[src/mac_rx_stats_consts.vh]
`ifndef MAC_RX_STATS_CONSTS_VH
`define MAC_RX_STATS_CONSTS_VH

// ****************************************************************
// register byte offsets
// ****************************************************************
`define OFS_NET_CONFIG      8'h00
`define OFS_NO_BUFFER_DROP  8'h04
`define OFS_RX_OVERRUN      8'h08
`define OFS_RX_SYMBOL_ERR   8'h0C
`define OFS_EXCESS_LENGTH   8'h10
`define OFS_RX_JABBER       8'h14
`define OFS_UNDERSIZE       8'h18
`define OFS_CRC_ERROR       8'h1C
`define OFS_ALIGN_ERROR     8'h20
`define OFS_IRQ_STATUS      8'h24
`define OFS_IRQ_CLEAR       8'h28
`define OFS_IRQ_ENABLE      8'h2C

// ****************************************************************
// configuration fields and reset values
// ****************************************************************
`define BIT_JUMBO_FRAME     3
`define BIT_BIG_FRAME       8
`define CONFIG_WIDTH        9
`define CONFIG_RESET        9'h000
`define COUNT_RESET         8'h00
`define WIDE_COUNT_RESET    16'h0000
`define IRQ_RESET           8'h00

// ****************************************************************
// interrupt status bit positions
// ****************************************************************
`define IRQ_NO_BUFFER       0
`define IRQ_OVERRUN         1
`define IRQ_SYMBOL          2
`define IRQ_EXCESS          3
`define IRQ_JABBER          4
`define IRQ_UNDERSIZE       5
`define IRQ_CRC             6
`define IRQ_ALIGN           7

// ****************************************************************
// frame length limits in bytes
// ****************************************************************
`define LEN_WIDTH           14
`define LEN_MIN             14'h0040
`define LEN_MAX_NORMAL      14'h05EE
`define LEN_MAX_BIG         14'h0600
`define LEN_MAX_JUMBO       14'h2800

`endif

[src/frame_classifier.v]
`timescale 1ns/1ps
`include "mac_rx_stats_consts.vh"
module frame_classifier
(
  // clock and reset
  input  wire                  clock,
  input  wire                  rst,
  // finished frame
  input  wire                  done,
  input  wire [`LEN_WIDTH-1:0] length,
  input  wire                  dribble,
  input  wire                  crc_bad,
  input  wire                  symbol_error,
  input  wire                  addr_match,
  input  wire                  no_buffer,
  input  wire                  overrun,
  // configuration
  input  wire                  big_frame_enable,
  input  wire                  jumbo_frame_enable,
  // one-cycle increment pulses
  output reg                   inc_no_buffer,
  output reg                   inc_overrun,
  output reg                   inc_symbol,
  output reg                   inc_excess,
  output reg                   inc_jabber,
  output reg                   inc_undersize,
  output reg                   inc_crc,
  output reg                   inc_align
);

  reg [`LEN_WIDTH-1:0] max_length;
  wire                 too_long;
  wire                 too_short;
  wire                 in_range;
  wire                 any_error;

  // current maximum length, jumbo over big
  always @*
  begin
    if (jumbo_frame_enable)
      max_length = `LEN_MAX_JUMBO;
    else if (big_frame_enable)
      max_length = `LEN_MAX_BIG;
    else
      max_length = `LEN_MAX_NORMAL;
  end

  // length and error classes
  assign too_long  = length > max_length;
  assign too_short = length < `LEN_MIN;
  assign in_range  = !too_long && !too_short;
  assign any_error = crc_bad || symbol_error;

  // registered increment pulses, one per frame
  always @(posedge clock)
  begin
    if (rst)
    begin
      inc_no_buffer <= 1'b0;
      inc_overrun   <= 1'b0;
      inc_symbol    <= 1'b0;
      inc_excess    <= 1'b0;
      inc_jabber    <= 1'b0;
      inc_undersize <= 1'b0;
      inc_crc       <= 1'b0;
      inc_align     <= 1'b0;
    end
    else
    begin
      inc_no_buffer <= done && addr_match && no_buffer;
      inc_overrun   <= done && addr_match && overrun;
      inc_symbol    <= done && symbol_error;
      inc_excess    <= done && too_long && !any_error;
      inc_jabber    <= done && too_long && any_error;
      inc_undersize <= done && too_short && !any_error;
      inc_crc       <= done && in_range && !dribble && any_error;
      inc_align     <= done && in_range && dribble && any_error;
    end
  end

endmodule

[src/mac_rx_error_statistics.v]
// Operation
// - 16-bit count of address-matched frames dropped for lack of buffer
// - 8-bit count of address-matched frames lost to receive DMA overrun
// - 8-bit count of frames that saw the media receive-error signal
// - in-range frame with symbol error also counts as crc or alignment
// - over-length frame with symbol error also counts as jabber
// - maximum length 1518, 1536 with big bit 8, 10240 with jumbo bit 3
// - 8-bit count of over-length frames without any error
// - 8-bit count of over-length frames with crc, alignment or symbol error
// - 8-bit count of frames under 64 bytes without any error
// - 8-bit count of whole-byte in-range frames with bad crc
// - 8-bit count of odd-bit in-range frames with bad truncated crc
//
// Our own choices: the placing of the registers and the address-and-strobe port.
`timescale 1ns/1ps
`include "mac_rx_stats_consts.vh"
module mac_rx_error_statistics
(
  // clock and reset
  input  wire                  clock,
  input  wire                  rst,
  // register port
  input  wire [7:0]            address,
  input  wire [31:0]           write_data,
  input  wire                  write_strobe,
  input  wire                  read_strobe,
  output reg  [31:0]           read_data,
  // media pin
  input  wire                  rx_er,
  // frame status from receive logic
  input  wire                  frame_active,
  input  wire                  frame_done,
  input  wire [`LEN_WIDTH-1:0] frame_length,
  input  wire                  frame_dribble,
  input  wire                  frame_crc_bad,
  input  wire                  frame_addr_match,
  input  wire                  frame_no_buffer,
  input  wire                  frame_overrun,
  // interrupt
  output reg                   irq
);

  // ****************************************************************
  // declarations
  // ****************************************************************
  reg [`CONFIG_WIDTH-1:0] network_config_register;
  reg [15:0]              no_buffer_drop_count;
  reg [7:0]               receive_overrun_count;
  reg [7:0]               receive_symbol_error_count;
  reg [7:0]               excessive_length_count;
  reg [7:0]               receive_jabber_count;
  reg [7:0]               undersize_frame_count;
  reg [7:0]               crc_error_count;
  reg [7:0]               alignment_error_count;
  reg [7:0]               irq_status;
  reg [7:0]               irq_enable;
  reg [7:0]               next_irq_status;
  reg [31:0]              next_read_data;
  reg                     rx_er_meta;
  reg                     rx_er_sync;
  reg                     rx_er_late;
  reg                     rx_er_level;
  reg                     symbol_seen;
  wire                    big_frame_enable;
  wire                    jumbo_frame_enable;
  wire                    frame_symbol_error;
  wire [7:0]              events;
  wire                    inc_no_buffer;
  wire                    inc_overrun;
  wire                    inc_symbol;
  wire                    inc_excess;
  wire                    inc_jabber;
  wire                    inc_undersize;
  wire                    inc_crc;
  wire                    inc_align;

  // ****************************************************************
  // helpers
  // ****************************************************************

  // next value of an 8-bit counter: write overwrites, else step by one
  function [7:0] bump8;
    input [7:0]  count;
    input        inc;
    input        wr;
    input [31:0] data;
    begin
      if (wr)
        bump8 = data[7:0];
      else if (inc)
        bump8 = count + 8'h01;
      else
        bump8 = count;
    end
  endfunction

  // write strobe decode for one offset
  function hit;
    input [7:0] addr;
    input [7:0] offset;
    input       strobe;
    begin
      hit = strobe && (addr == offset);
    end
  endfunction

  assign big_frame_enable   = network_config_register[`BIT_BIG_FRAME];
  assign jumbo_frame_enable = network_config_register[`BIT_JUMBO_FRAME];

  // ****************************************************************
  // receive-error pin synchroniser
  // ****************************************************************

  // three stages; level moves only when the last two agree
  always @(posedge clock)
  begin
    if (rst)
    begin
      rx_er_meta  <= 1'b0;
      rx_er_sync  <= 1'b0;
      rx_er_late  <= 1'b0;
      rx_er_level <= 1'b0;
    end
    else
    begin
      rx_er_meta <= rx_er;
      rx_er_sync <= rx_er_meta;
      rx_er_late <= rx_er_sync;
      if (rx_er_sync == rx_er_late)
        rx_er_level <= rx_er_late;
    end
  end

  // catch any receive error while the frame is open
  always @(posedge clock)
  begin
    if (rst)
      symbol_seen <= 1'b0;
    else if (frame_done)
      symbol_seen <= 1'b0;
    else if (frame_active && rx_er_level)
      symbol_seen <= 1'b1;
  end

  // an error seen in the closing cycle still belongs to the frame
  assign frame_symbol_error = symbol_seen || (frame_active && rx_er_level);

  // ****************************************************************
  // frame classification
  // ****************************************************************
  frame_classifier classify
  (
    .clock              (clock),
    .rst                (rst),
    .done               (frame_done),
    .length             (frame_length),
    .dribble            (frame_dribble),
    .crc_bad            (frame_crc_bad),
    .symbol_error       (frame_symbol_error),
    .addr_match         (frame_addr_match),
    .no_buffer          (frame_no_buffer),
    .overrun            (frame_overrun),
    .big_frame_enable   (big_frame_enable),
    .jumbo_frame_enable (jumbo_frame_enable),
    .inc_no_buffer      (inc_no_buffer),
    .inc_overrun        (inc_overrun),
    .inc_symbol         (inc_symbol),
    .inc_excess         (inc_excess),
    .inc_jabber         (inc_jabber),
    .inc_undersize      (inc_undersize),
    .inc_crc            (inc_crc),
    .inc_align          (inc_align)
  );

  // ****************************************************************
  // configuration and counters
  // ****************************************************************

  // configuration register
  always @(posedge clock)
  begin
    if (rst)
      network_config_register <= `CONFIG_RESET;
    else if (hit(address, `OFS_NET_CONFIG, write_strobe))
      network_config_register <= write_data[`CONFIG_WIDTH-1:0];
  end

  // wide drop counter
  always @(posedge clock)
  begin
    if (rst)
      no_buffer_drop_count <= `WIDE_COUNT_RESET;
    else if (hit(address, `OFS_NO_BUFFER_DROP, write_strobe))
      no_buffer_drop_count <= write_data[15:0];
    else if (inc_no_buffer)
      no_buffer_drop_count <= no_buffer_drop_count + 16'h0001;
  end

  // 8-bit statistics counters
  always @(posedge clock)
  begin
    if (rst)
    begin
      receive_overrun_count      <= `COUNT_RESET;
      receive_symbol_error_count <= `COUNT_RESET;
      excessive_length_count     <= `COUNT_RESET;
      receive_jabber_count       <= `COUNT_RESET;
      undersize_frame_count      <= `COUNT_RESET;
      crc_error_count            <= `COUNT_RESET;
      alignment_error_count      <= `COUNT_RESET;
    end
    else
    begin
      receive_overrun_count <= bump8(receive_overrun_count, inc_overrun,
        hit(address, `OFS_RX_OVERRUN, write_strobe), write_data);
      receive_symbol_error_count <= bump8(receive_symbol_error_count,
        inc_symbol, hit(address, `OFS_RX_SYMBOL_ERR, write_strobe),
        write_data);
      excessive_length_count <= bump8(excessive_length_count, inc_excess,
        hit(address, `OFS_EXCESS_LENGTH, write_strobe), write_data);
      receive_jabber_count <= bump8(receive_jabber_count, inc_jabber,
        hit(address, `OFS_RX_JABBER, write_strobe), write_data);
      undersize_frame_count <= bump8(undersize_frame_count, inc_undersize,
        hit(address, `OFS_UNDERSIZE, write_strobe), write_data);
      crc_error_count <= bump8(crc_error_count, inc_crc,
        hit(address, `OFS_CRC_ERROR, write_strobe), write_data);
      alignment_error_count <= bump8(alignment_error_count, inc_align,
        hit(address, `OFS_ALIGN_ERROR, write_strobe), write_data);
    end
  end

  // ****************************************************************
  // interrupts
  // ****************************************************************
  assign events = {inc_align, inc_crc, inc_undersize, inc_jabber,
                   inc_excess, inc_symbol, inc_overrun, inc_no_buffer};

  // sticky status: clear by writing ones, a new event wins
  always @*
  begin
    next_irq_status = irq_status;
    if (hit(address, `OFS_IRQ_CLEAR, write_strobe))
      next_irq_status = irq_status & ~write_data[7:0];
    next_irq_status = next_irq_status | events;
  end

  // status, enable and interrupt line
  always @(posedge clock)
  begin
    if (rst)
    begin
      irq_status <= `IRQ_RESET;
      irq_enable <= `IRQ_RESET;
      irq        <= 1'b0;
    end
    else
    begin
      irq_status <= next_irq_status;
      if (hit(address, `OFS_IRQ_ENABLE, write_strobe))
        irq_enable <= write_data[7:0];
      irq <= |(next_irq_status & irq_enable);
    end
  end

  // ****************************************************************
  // read port
  // ****************************************************************

  // read mux, unmapped and write-only offsets read zero
  always @*
  begin
    next_read_data = 32'h00000000;
    case (address)
      `OFS_NET_CONFIG:
        next_read_data[`CONFIG_WIDTH-1:0] = network_config_register;
      `OFS_NO_BUFFER_DROP:
        next_read_data[15:0] = no_buffer_drop_count;
      `OFS_RX_OVERRUN:
        next_read_data[7:0] = receive_overrun_count;
      `OFS_RX_SYMBOL_ERR:
        next_read_data[7:0] = receive_symbol_error_count;
      `OFS_EXCESS_LENGTH:
        next_read_data[7:0] = excessive_length_count;
      `OFS_RX_JABBER:
        next_read_data[7:0] = receive_jabber_count;
      `OFS_UNDERSIZE:
        next_read_data[7:0] = undersize_frame_count;
      `OFS_CRC_ERROR:
        next_read_data[7:0] = crc_error_count;
      `OFS_ALIGN_ERROR:
        next_read_data[7:0] = alignment_error_count;
      `OFS_IRQ_STATUS:
        next_read_data[7:0] = irq_status;
      `OFS_IRQ_ENABLE:
        next_read_data[7:0] = irq_enable;
      default:
        next_read_data = 32'h00000000;
    endcase
  end

  // read data valid only in the cycle after the strobe
  always @(posedge clock)
  begin
    if (rst)
      read_data <= 32'h00000000;
    else if (read_strobe)
      read_data <= next_read_data;
    else
      read_data <= 32'h00000000;
  end

endmodule

[config.mk]
export PLATFORM = sky130hd
export DESIGN_NAME = mac_rx_error_statistics
export DESIGN_NICKNAME = d
export VERILOG_FILES = /design/src/frame_classifier.v /design/src/mac_rx_error_statistics.v
export VERILOG_INCLUDE_DIRS = /design/src
export SDC_FILE = /design/constraint.sdc
export NUM_CORES = 1
export LEC_CHECK = 0
export ABC_AREA = 1
export BUFFER_PORTS_ARGS = -buffer_cell sky130_fd_sc_hd__buf_2
export CORE_MARGIN = 2
export CORE_UTILIZATION = 45
export DETAILED_ROUTE_END_ITERATION = 12
export GPL_TIMING_DRIVEN = 1
export PLACE_DENSITY = 0.65
export SYNTH_ARGS = -nofsm -noshare
export SYNTH_HDL_FRONTEND = slang
export SYNTH_SLANG_ARGS = --single-unit
[constraint.sdc]
create_clock -name clock -period 4.6 [get_ports clock]
set_input_delay 0.23 -clock clock [delete_from_list [all_inputs] [get_ports clock]]
set_output_delay 0.23 -clock clock [all_outputs]
set_load 0.05 [all_outputs]
==> results of run 1 <==
cells in the mapped netlist (3+ instances only):
| library cell | instances |
|---|---|
| nor2_1 | 108 |
| o21ai_1 | 10 |
| a31oi_1 | 9 |
| nor2_4 | 9 |
| xor2_1 | 36 |
| ha_1 | 15 |
| dfxtp_1 | 127 |
| buf_4 | 17 |
| clkbuf_1 | 13 |
| nand2_2 | 7 |
| o221ai_1 | 5 |
| nand2_1 | 197 |
| a22o_1 | 6 |
| a211oi_2 | 3 |
| inv_1 | 125 |
| buf_6 | 6 |
| o22ai_1 | 17 |
| nand4_1 | 14 |
| buf_2 | 6 |
| nand3_1 | 57 |
| nor2_8 | 4 |
| nand2_4 | 3 |
| inv_2 | 7 |
| or2_2 | 3 |
| o21ai_0 | 71 |
| xnor2_1 | 7 |
| nand3_4 | 5 |
| a211oi_1 | 6 |
| nor4_1 | 3 |
| nor3_1 | 13 |
| a21oi_1 | 75 |
| o211ai_1 | 4 |
repair_timing:
item	in CTS	in global routing
hold endpoints to repair	1	0
hold buffers	1	0
endpoints found under the setup margin	0	0
cell type report:
cell class | count | share of cell area
clock buffer | 24 | 0.0623
clock inverter | 6 | 0.00975
inverter | 135 | 0.0620
multi-input combinational | 723 | 0.480
sequential | 127 | 0.309
tap | 216 | 0.0329
timing repair buffer | 69 | 0.0432
cell families (layout without fill, tap and decap cells):
logic type | Yosys count | count (layout) | share of synthesized area
flip-flops | 127 | 127 | 0.352
buffers and inverters | 177 | 234 | 0.109
adder cells (fa/ha/maj) | 15 | 15 | 0.0260
AND/OR/NAND/NOR | 429 | 429 | 0.282
AO/OA/AOI/OAI | 220 | 220 | 0.178
other | 1 | 16 | 0.000520
XOR/XNOR | 43 | 43 | 0.0522
per-layer routing:
layer  vias to the layer above  routed length (um)
li1                       3423                   -
met5                         -                   0
met1                      3087                9420
met4                         0                 525
met2                       265                8610
met3                        35                1490
worst reg2reg max path, cell delays in order, from the launching register on:
cell and delay [ns]:
dfxtp_1 0.32, inv_1 0.22, nand2_1 0.24, ha_1 0.35
o21ai_0 0.08, nor3_1 0.24, nand2_1 0.08, nand3_1 0.07
nand2_1 0.10, nor3_1 0.22
final timing paths:
| check | cells after the start | from | slack (ns) | to |
|---|---|---|---|---|
| hold reg to reg | 2 | rx_er_meta$_SDFF_PP0_ | 0.41 | rx_er_sync$_SDFF_PP0_ |
| setup / recovery | 9 | network_config_register[3]$_SDFFE_PP0P_ | 2.59 | classify.inc_excess$_SDFF_PP0_ |
| hold / removal | 3 | frame_no_buffer | 0.04 | classify.inc_no_buffer$_SDFF_PP0_ |
| setup reg to reg | 9 | network_config_register[3]$_SDFFE_PP0P_ | 2.59 | classify.inc_excess$_SDFF_PP0_ |
registers in the layout, summed over array words and instances (netlist names), 8 cells and up:
| name | count |
|---|---|
| undersize_frame_count | 8 |
| irq_enable | 8 |
| receive_symbol_error_count | 8 |
| no_buffer_drop_count | 16 |
| alignment_error_count | 8 |
| crc_error_count | 8 |
| irq_status | 8 |
| network_config_register | 9 |
| read_data | 16 |
| receive_jabber_count | 8 |
| receive_overrun_count | 8 |
| excessive_length_count | 8 |
cell usage in the layout, fill, tap and decap left out, types with 9 or more instances in the layout:
| cell | count |
|---|---|
| inv_1 | 124 |
| buf_2 | 66 |
| conb_1 | 16 |
| o22ai_1 | 17 |
| o21ai_1 | 10 |
| a31oi_1 | 9 |
| nand2_1 | 197 |
| nand3_1 | 57 |
| nor3_1 | 13 |
| nor2_4 | 9 |
| o21ai_0 | 71 |
| ha_1 | 15 |
| nor2_1 | 108 |
| xor2_1 | 36 |
| dfxtp_1 | 127 |
| clkbuf_16 | 17 |
| a21oi_1 | 75 |
| nand4_1 | 14 |
power groups by stage:
stage | Combinational (uW) | Clock (uW) | Sequential, uW
final | 165 | 1360 | 1120
after global routing | 180 | 1420 | 1120
after CTS | 164 | 1370 | 1120
after detailed placement | 163 | 0 | 1140
after global placement | 163 | 0 | 1140
after floorplan | 114 | 0 | 1140
metrics by stage:
step | total power (uW) | utilization
after global routing | 2720 | 0.521
after CTS | 2650 | 0.521
after global placement | 1300 | 0.483
after floorplan | 1250 | -
after detailed placement | 1300 | 0.483
final | 2640 | 0.521
==> summary.md, run 1 <==
| Metric | Value |
|---|---|
| Ys async rst share | `0` |
| Top cell type's share of synthesized area | `0.352` |
| Vias in the first global route | `5915` |
| Post-synth EDFFs | `0` |
| FILL cells | `1581` |
| DP Wirelength | `14400 um` |
| Worst setup margin | `2.59 ns` |
| Fin. max-slew vios | `0` |
| CTS sink count | `127` |
| Nets@finish | `1154` |
| WP buf/inv | `1` |
| Die area | `17100 um^2` |
| Area Overhead vs Synth | `13.9%` |
| Fin. Hold Viols | `0` |
| Worst Path Max Fanout | `8` |
| Crit end category | `register` |
| Initial antenna violation count | `0` |
| Initial Util | `0.458` |
| Port Buffer Count | `66` |
| CTS buffer count | `17` |
| Cell chain of the critical path | `inv_1 -> nand2_1 -> ha_1 -> o21ai_0 -> nor3_1 -> nand2_1 -> nand3_1 -> nand2_1 -> nor3_1` |
| RSZ-0062 raised after global routing | `false` |
| Number of top-level pins | `99` |
| Via count | `6810` |
| CTS max path bufs | `2` |
| Routed vias/inst | `5.24` |
| All-layer global routing usage | `0.242` |
| Crit Path Category | `reg2reg` |
| Crit start category | `register` |
| Yosys cell types | `50` |
| H-tree levels | `4` |
| Setup Buffers After CTS | `0` |
| Grt total ovfl | `0` |
| VDD IR-drop max | `0.271 mV` |
| Post-synthesis sequential area ratio | `0.352` |
| Leading area contributor after synthesis | `dfxtp_1` |
| Sequential power share | `0.422` |
| Fin cells | `1300` |
| Crit path required time | `4.93 ns` |
| Synth area leaders | `dfxtp_1 (35%), nand2_1 (10%), inv_1 (6.5%)` |
| GP Congestion | `0.896` |
| MaxCap Viol Count | `0` |
| Largest net degree at the start of global routing | `46` |
| Slew @ Worst Pin | `0.889 ns` |
| Sw frac | `0.235` |
| Synthesized area | `7220 um^2` |
| Post-layout minimum cycle time | `2.01 ns` |
| Post-CTS resize count | `0` |
| First-pass GRT wire length | `31300 um` |
| Worst Path Arrival | `2.35 ns` |
| Core area | `15800 um^2` |
| Placed Area | `7610 um^2` |
| WL/cell | `15.4 um` |
| Hold WS | `0.0389 ns` |
| Ys flop type | `dfxtp_1` |
| Slowest CP cell | `ha_1` |
| Seq. cell area | `2540 um^2` |
| Root buf cell | `clkbuf_16` |
| CTS tree | `done` |
| Die Wd | `131 um` |
| Worst path max stage delay | `0.35 ns` |
| Post-Route Setup TNS | `0 ns` |
| DRC | `0` |
| Ys Warns | `0` |
| Ant. Diodes | `0` |
| Clk slew on worst S/H paths | `0.06 ns` |
| Most Crowded Layer GR | `met2` |
| Status | `complete, no violations` |
| Share of layout cells above drive strength 1 | `0.137` |
| Multi-input combinational cell area | `3950 um^2` |
| Clock power frac | `0.515` |
| Drt total wl | `20000 um` |
| Switching pwr | `621 uW` |
| Fin crit share | `0.438` |
| Clock Skew | `0.00632 ns` |
| Internal power | `2020 uW` |
| Flops & latches, synth | `127` |
| Syn Area/Cell | `7.13 um^2` |
| Logic pwr share | `0.063` |
| Placed Cells | `1269` |
| PD cells | `322 nW/um^2` |
| Final setup vio count | `0` |
| Most Frequent Cell on Critical Path | `nand2_1` |
| GR Util met2 | `0.363` |
| Leak Pwr | `0.00358 uW` |
| Final antenna-violating net count | `0` |
| Die Y | `131 um` |
| Crit path max-delay family | `simple AND/OR/NAND/NOR gates` |
| Cell area after layout | `8220 um^2` |
| DRT iter0 DRCs | `536` |
| Highest Clock Rate | `496 MHz` |
| Gate Count Post-Synth | `1012` |
| Pre-antenna DRT Iters | `6` |
| Met1 Use GR | `0.342` |
| Relative slew slack | `0.407` |
| Met3 Resource Use GR | `0.0599` |
| Clk Latency, worst-skew pair | `0.43 ns` |
| Place WS | `2.25 ns` |
| Hold crit path type | `in2reg` |
| Site Rows | `46` |
No activity file was read; power rests on OpenSTA's default activity.
==> inputs of run 2 (changes only) <==
==> constraint.sdc (replaced) <==
create_clock -name clock -period 1.9 [get_ports clock]
set_input_delay 0.095 -clock clock [delete_from_list [all_inputs] [get_ports clock]]
set_output_delay 0.095 -clock clock [all_outputs]
set_load 0.05 [all_outputs]
==> summary.md, run 2 (synthesis gave the netlist of run 1 again) <==
| Metric | Value |
|---|---|
| Clock power frac | `0.522 (+0.007)` |
| Die Wd | `131 um (unchanged)` |
| PD cells | `773 nW/um^2 (+140%)` |
| Ant. Diodes | `0 (unchanged)` |
| Share of layout cells above drive strength 1 | `0.151 (+0.0136)` |
| Worst Path Arrival | `2.02 ns (-0.33 ns)` |
| Core area | `15800 um^2 (unchanged)` |
| GP Congestion | `0.934 (+4.3%)` |
| Most frequent cells in the layout | `nand2_1 (196), dfxtp_1 (126), inv_1 (123)` |
| Routed vias/inst | `5.21 (-0.48%)` |
| DRC | `0 (unchanged)` |
| Most Frequent Cell on Critical Path | `nand2_1` |
| Status | `complete, no violations` |
| Leak Pwr | `0.00369 uW (+3.2%)` |
| MaxCap Viol Count | `0 (unchanged)` |
| Commonest non-fill, non-tap cell in the layout | `nand2_1` |
| Die area | `17100 um^2 (unchanged)` |
| Die Y | `131 um (unchanged)` |
| Pre-antenna DRT Iters | `5 (-1)` |
| Clock Skew | `0.00882 ns (+0.00250 ns)` |
| Internal power | `4990 uW (+150%)` |
| Fin. Hold Viols | `0 (unchanged)` |
| DRT iter0 DRCs | `581 (+8.4%)` |
| Cell area after layout | `8500 um^2 (+3.5%)` |
| Via count | `6923 (+1.7%)` |
| RSZ-0062 raised after global routing | `false` |
| Site Rows | `46 (unchanged)` |
| Vias in the first global route | `6160 (+4.1%)` |
| Hold WS | `0.00684 ns (-0.0320 ns)` |
| CTS max path bufs | `2 (unchanged)` |
| Relative slew slack | `0.633 (+0.225)` |
| Sw frac | `0.241 (+0.00568)` |
| Tot Pwr | `6570 uW (+150%)` |
| Clk Latency, worst-skew pair | `0.42 ns (about the same)` |
| Hold crit path type | `in2reg` |
| Worst path max stage delay | `0.34 ns (about the same)` |
| Initial antenna violation count | `0 (unchanged)` |
| Post-layout minimum cycle time | `1.70 ns (-0.312 ns)` |
| Crit path required time | `2.22 ns (-2.71 ns)` |
| CTS buffer count | `17 (unchanged)` |
| Root buf cell | `clkbuf_16` |
| CTS sink count | `127 (unchanged)` |
| Setup Buffers After CTS | `0 (unchanged)` |
| Cell chain of the critical path | `inv_2 -> ha_1 -> nand2_1 -> inv_1 -> nand3_1 -> inv_1 -> nand2_1 -> nor3_2 -> nand2_1 -> nand3_1 -> nand2_1 -> nand2_1 -> nor2_1` |
| Crit end category | `register` |
| Area Overhead vs Synth | `17.8%` |
| Crit Path Category | `reg2reg` |
| CTS tree | `done` |
| Final antenna-violating net count | `0 (unchanged)` |
| Crit start category | `register` |
| Drt total wl | `20600 um (+2.9%)` |
| DP Wirelength | `14800 um (+2.7%)` |
| Port Buffer Count | `66 (unchanged)` |
| Final setup vio count | `0 (unchanged)` |
| Sequential power share | `0.411 (-0.011)` |
| Worst Path Max Fanout | `5 (-3)` |
| Fin crit share | `0.896 (+0.458)` |
| Initial Util | `0.458 (unchanged)` |
| H-tree levels | `4 (unchanged)` |
| Highest Clock Rate | `587 MHz (+18%)` |
| Nets@finish | `1181 (+2.3%)` |
| Largest net degree at the start of global routing | `57 (+24%)` |
| Biggest regs | `no_buffer_drop_count x16, read_data x16, network_config_register x9` |
| Logic pwr share | `0.066 (+0.003)` |
| Placed Area | `7720 um^2 (+1.4%)` |
| Post-Route Setup TNS | `0 ns (unchanged)` |
| Switching pwr | `1580 uW (+150%)` |
| Clk slew on worst S/H paths | `0.06 ns (about the same)` |
| Slowest CP cell | `dfxtp_2` |
| WL/cell | `15.5 um (+0.74%)` |
| Fin. max-slew vios | `0 (unchanged)` |
| Grt total ovfl | `0 (unchanged)` |
| First-pass GRT wire length | `32400 um (+3.2%)` |
| Number of top-level pins | `99 (unchanged)` |
| VDD IR-drop max | `0.709 mV (+160%)` |
| All-layer global routing usage | `0.249 (+0.00655)` |
| Slew @ Worst Pin | `0.548 ns (-0.341 ns)` |
[run 2: changes by cell type in the layout (fill, tap and decap cells not counted), moves of 2 or more]
cell and delta:
dlygate4sd3_1 +14, buf_4 +12, clkbuf_8 -6, clkinvlp_4 +5, clkinv_4 +3, bufinv_16 +2, clkinv_2 -2
[run 2: cell type report]
type | instances | area (um^2)
clock buffers | 17 | 425
clock inverters | 14 | 194
fillers | 1597 | 7270
inverters | 135 | 509
multi-input cells | 723 | 3960
flip-flops and latches | 127 | 2540
well taps | 216 | 270
repair buffers | 96 | 606
[run 2: through the flow]
step / worst slack (ns) / utilization / cells
global route: 0.00585 / 0.539 / 1328
detailed placement: 0.158 / 0.490 / 1282
finish: 0.197 / 0.539 / 1328
CTS: 0.148 / 0.539 / 1328
floorplan: 0.302 / - / 1027
global placement: 0.201 / 0.490 / 1282
[run 2: final timing paths]
check | cells past startpoint | end | start | slack, ns
worst max-delay path | 13 | classify.inc_align$_SDFF_PP0_ | network_config_register[3]$_SDFFE_PP0P_ | 0.20
worst min-delay path | 4 | classify.inc_excess$_SDFF_PP0_ | frame_crc_bad | 0.007
worst max register to register | 13 | classify.inc_align$_SDFF_PP0_ | network_config_register[3]$_SDFFE_PP0P_ | 0.20
worst min register to register | 2 | rx_er_sync$_SDFF_PP0_ | rx_er_meta$_SDFF_PP0_ | 0.41
[run 2: metal layers]
layer	vias up	part of all wire	wire length, um	global-route usage
met4	0	0.030	615	0.105
li1	3481	-	-	-
met1	3148	0.47	9740	0.351
met3	43	0.064	1320	0.0460
met5	-	0	0	0
met2	251	0.43	8950	0.373
[run 2: worst max-delay path: cells and delay by family (launching register included)]
kind                     cells  cell delay, ns
adder cells (fa/ha/maj)      1            0.29
buffers and inverters        3            0.19
AND/OR/NAND/NOR              9            0.77
flip-flops                   1            0.34
[run 2: power by group through the flow]
stage          Clock (uW)  Sequential, uW  Combinational (uW)
6_report             3430            2700                 437
5_1_grt              3600            2700                 472
4_1_cts              3470            2700                 432
3_5_place_dp            0            2760                 407
3_3_place_gp            0            2760                 404
2_1_floorplan           0            2750                 276
[run 2: what timing repair did]
action                                  in CTS  in global routing
resized for setup                            0                  4
hold buffers                                15                  0
endpoints found under the setup margin       0                  4
hold endpoints to repair                    16                  0
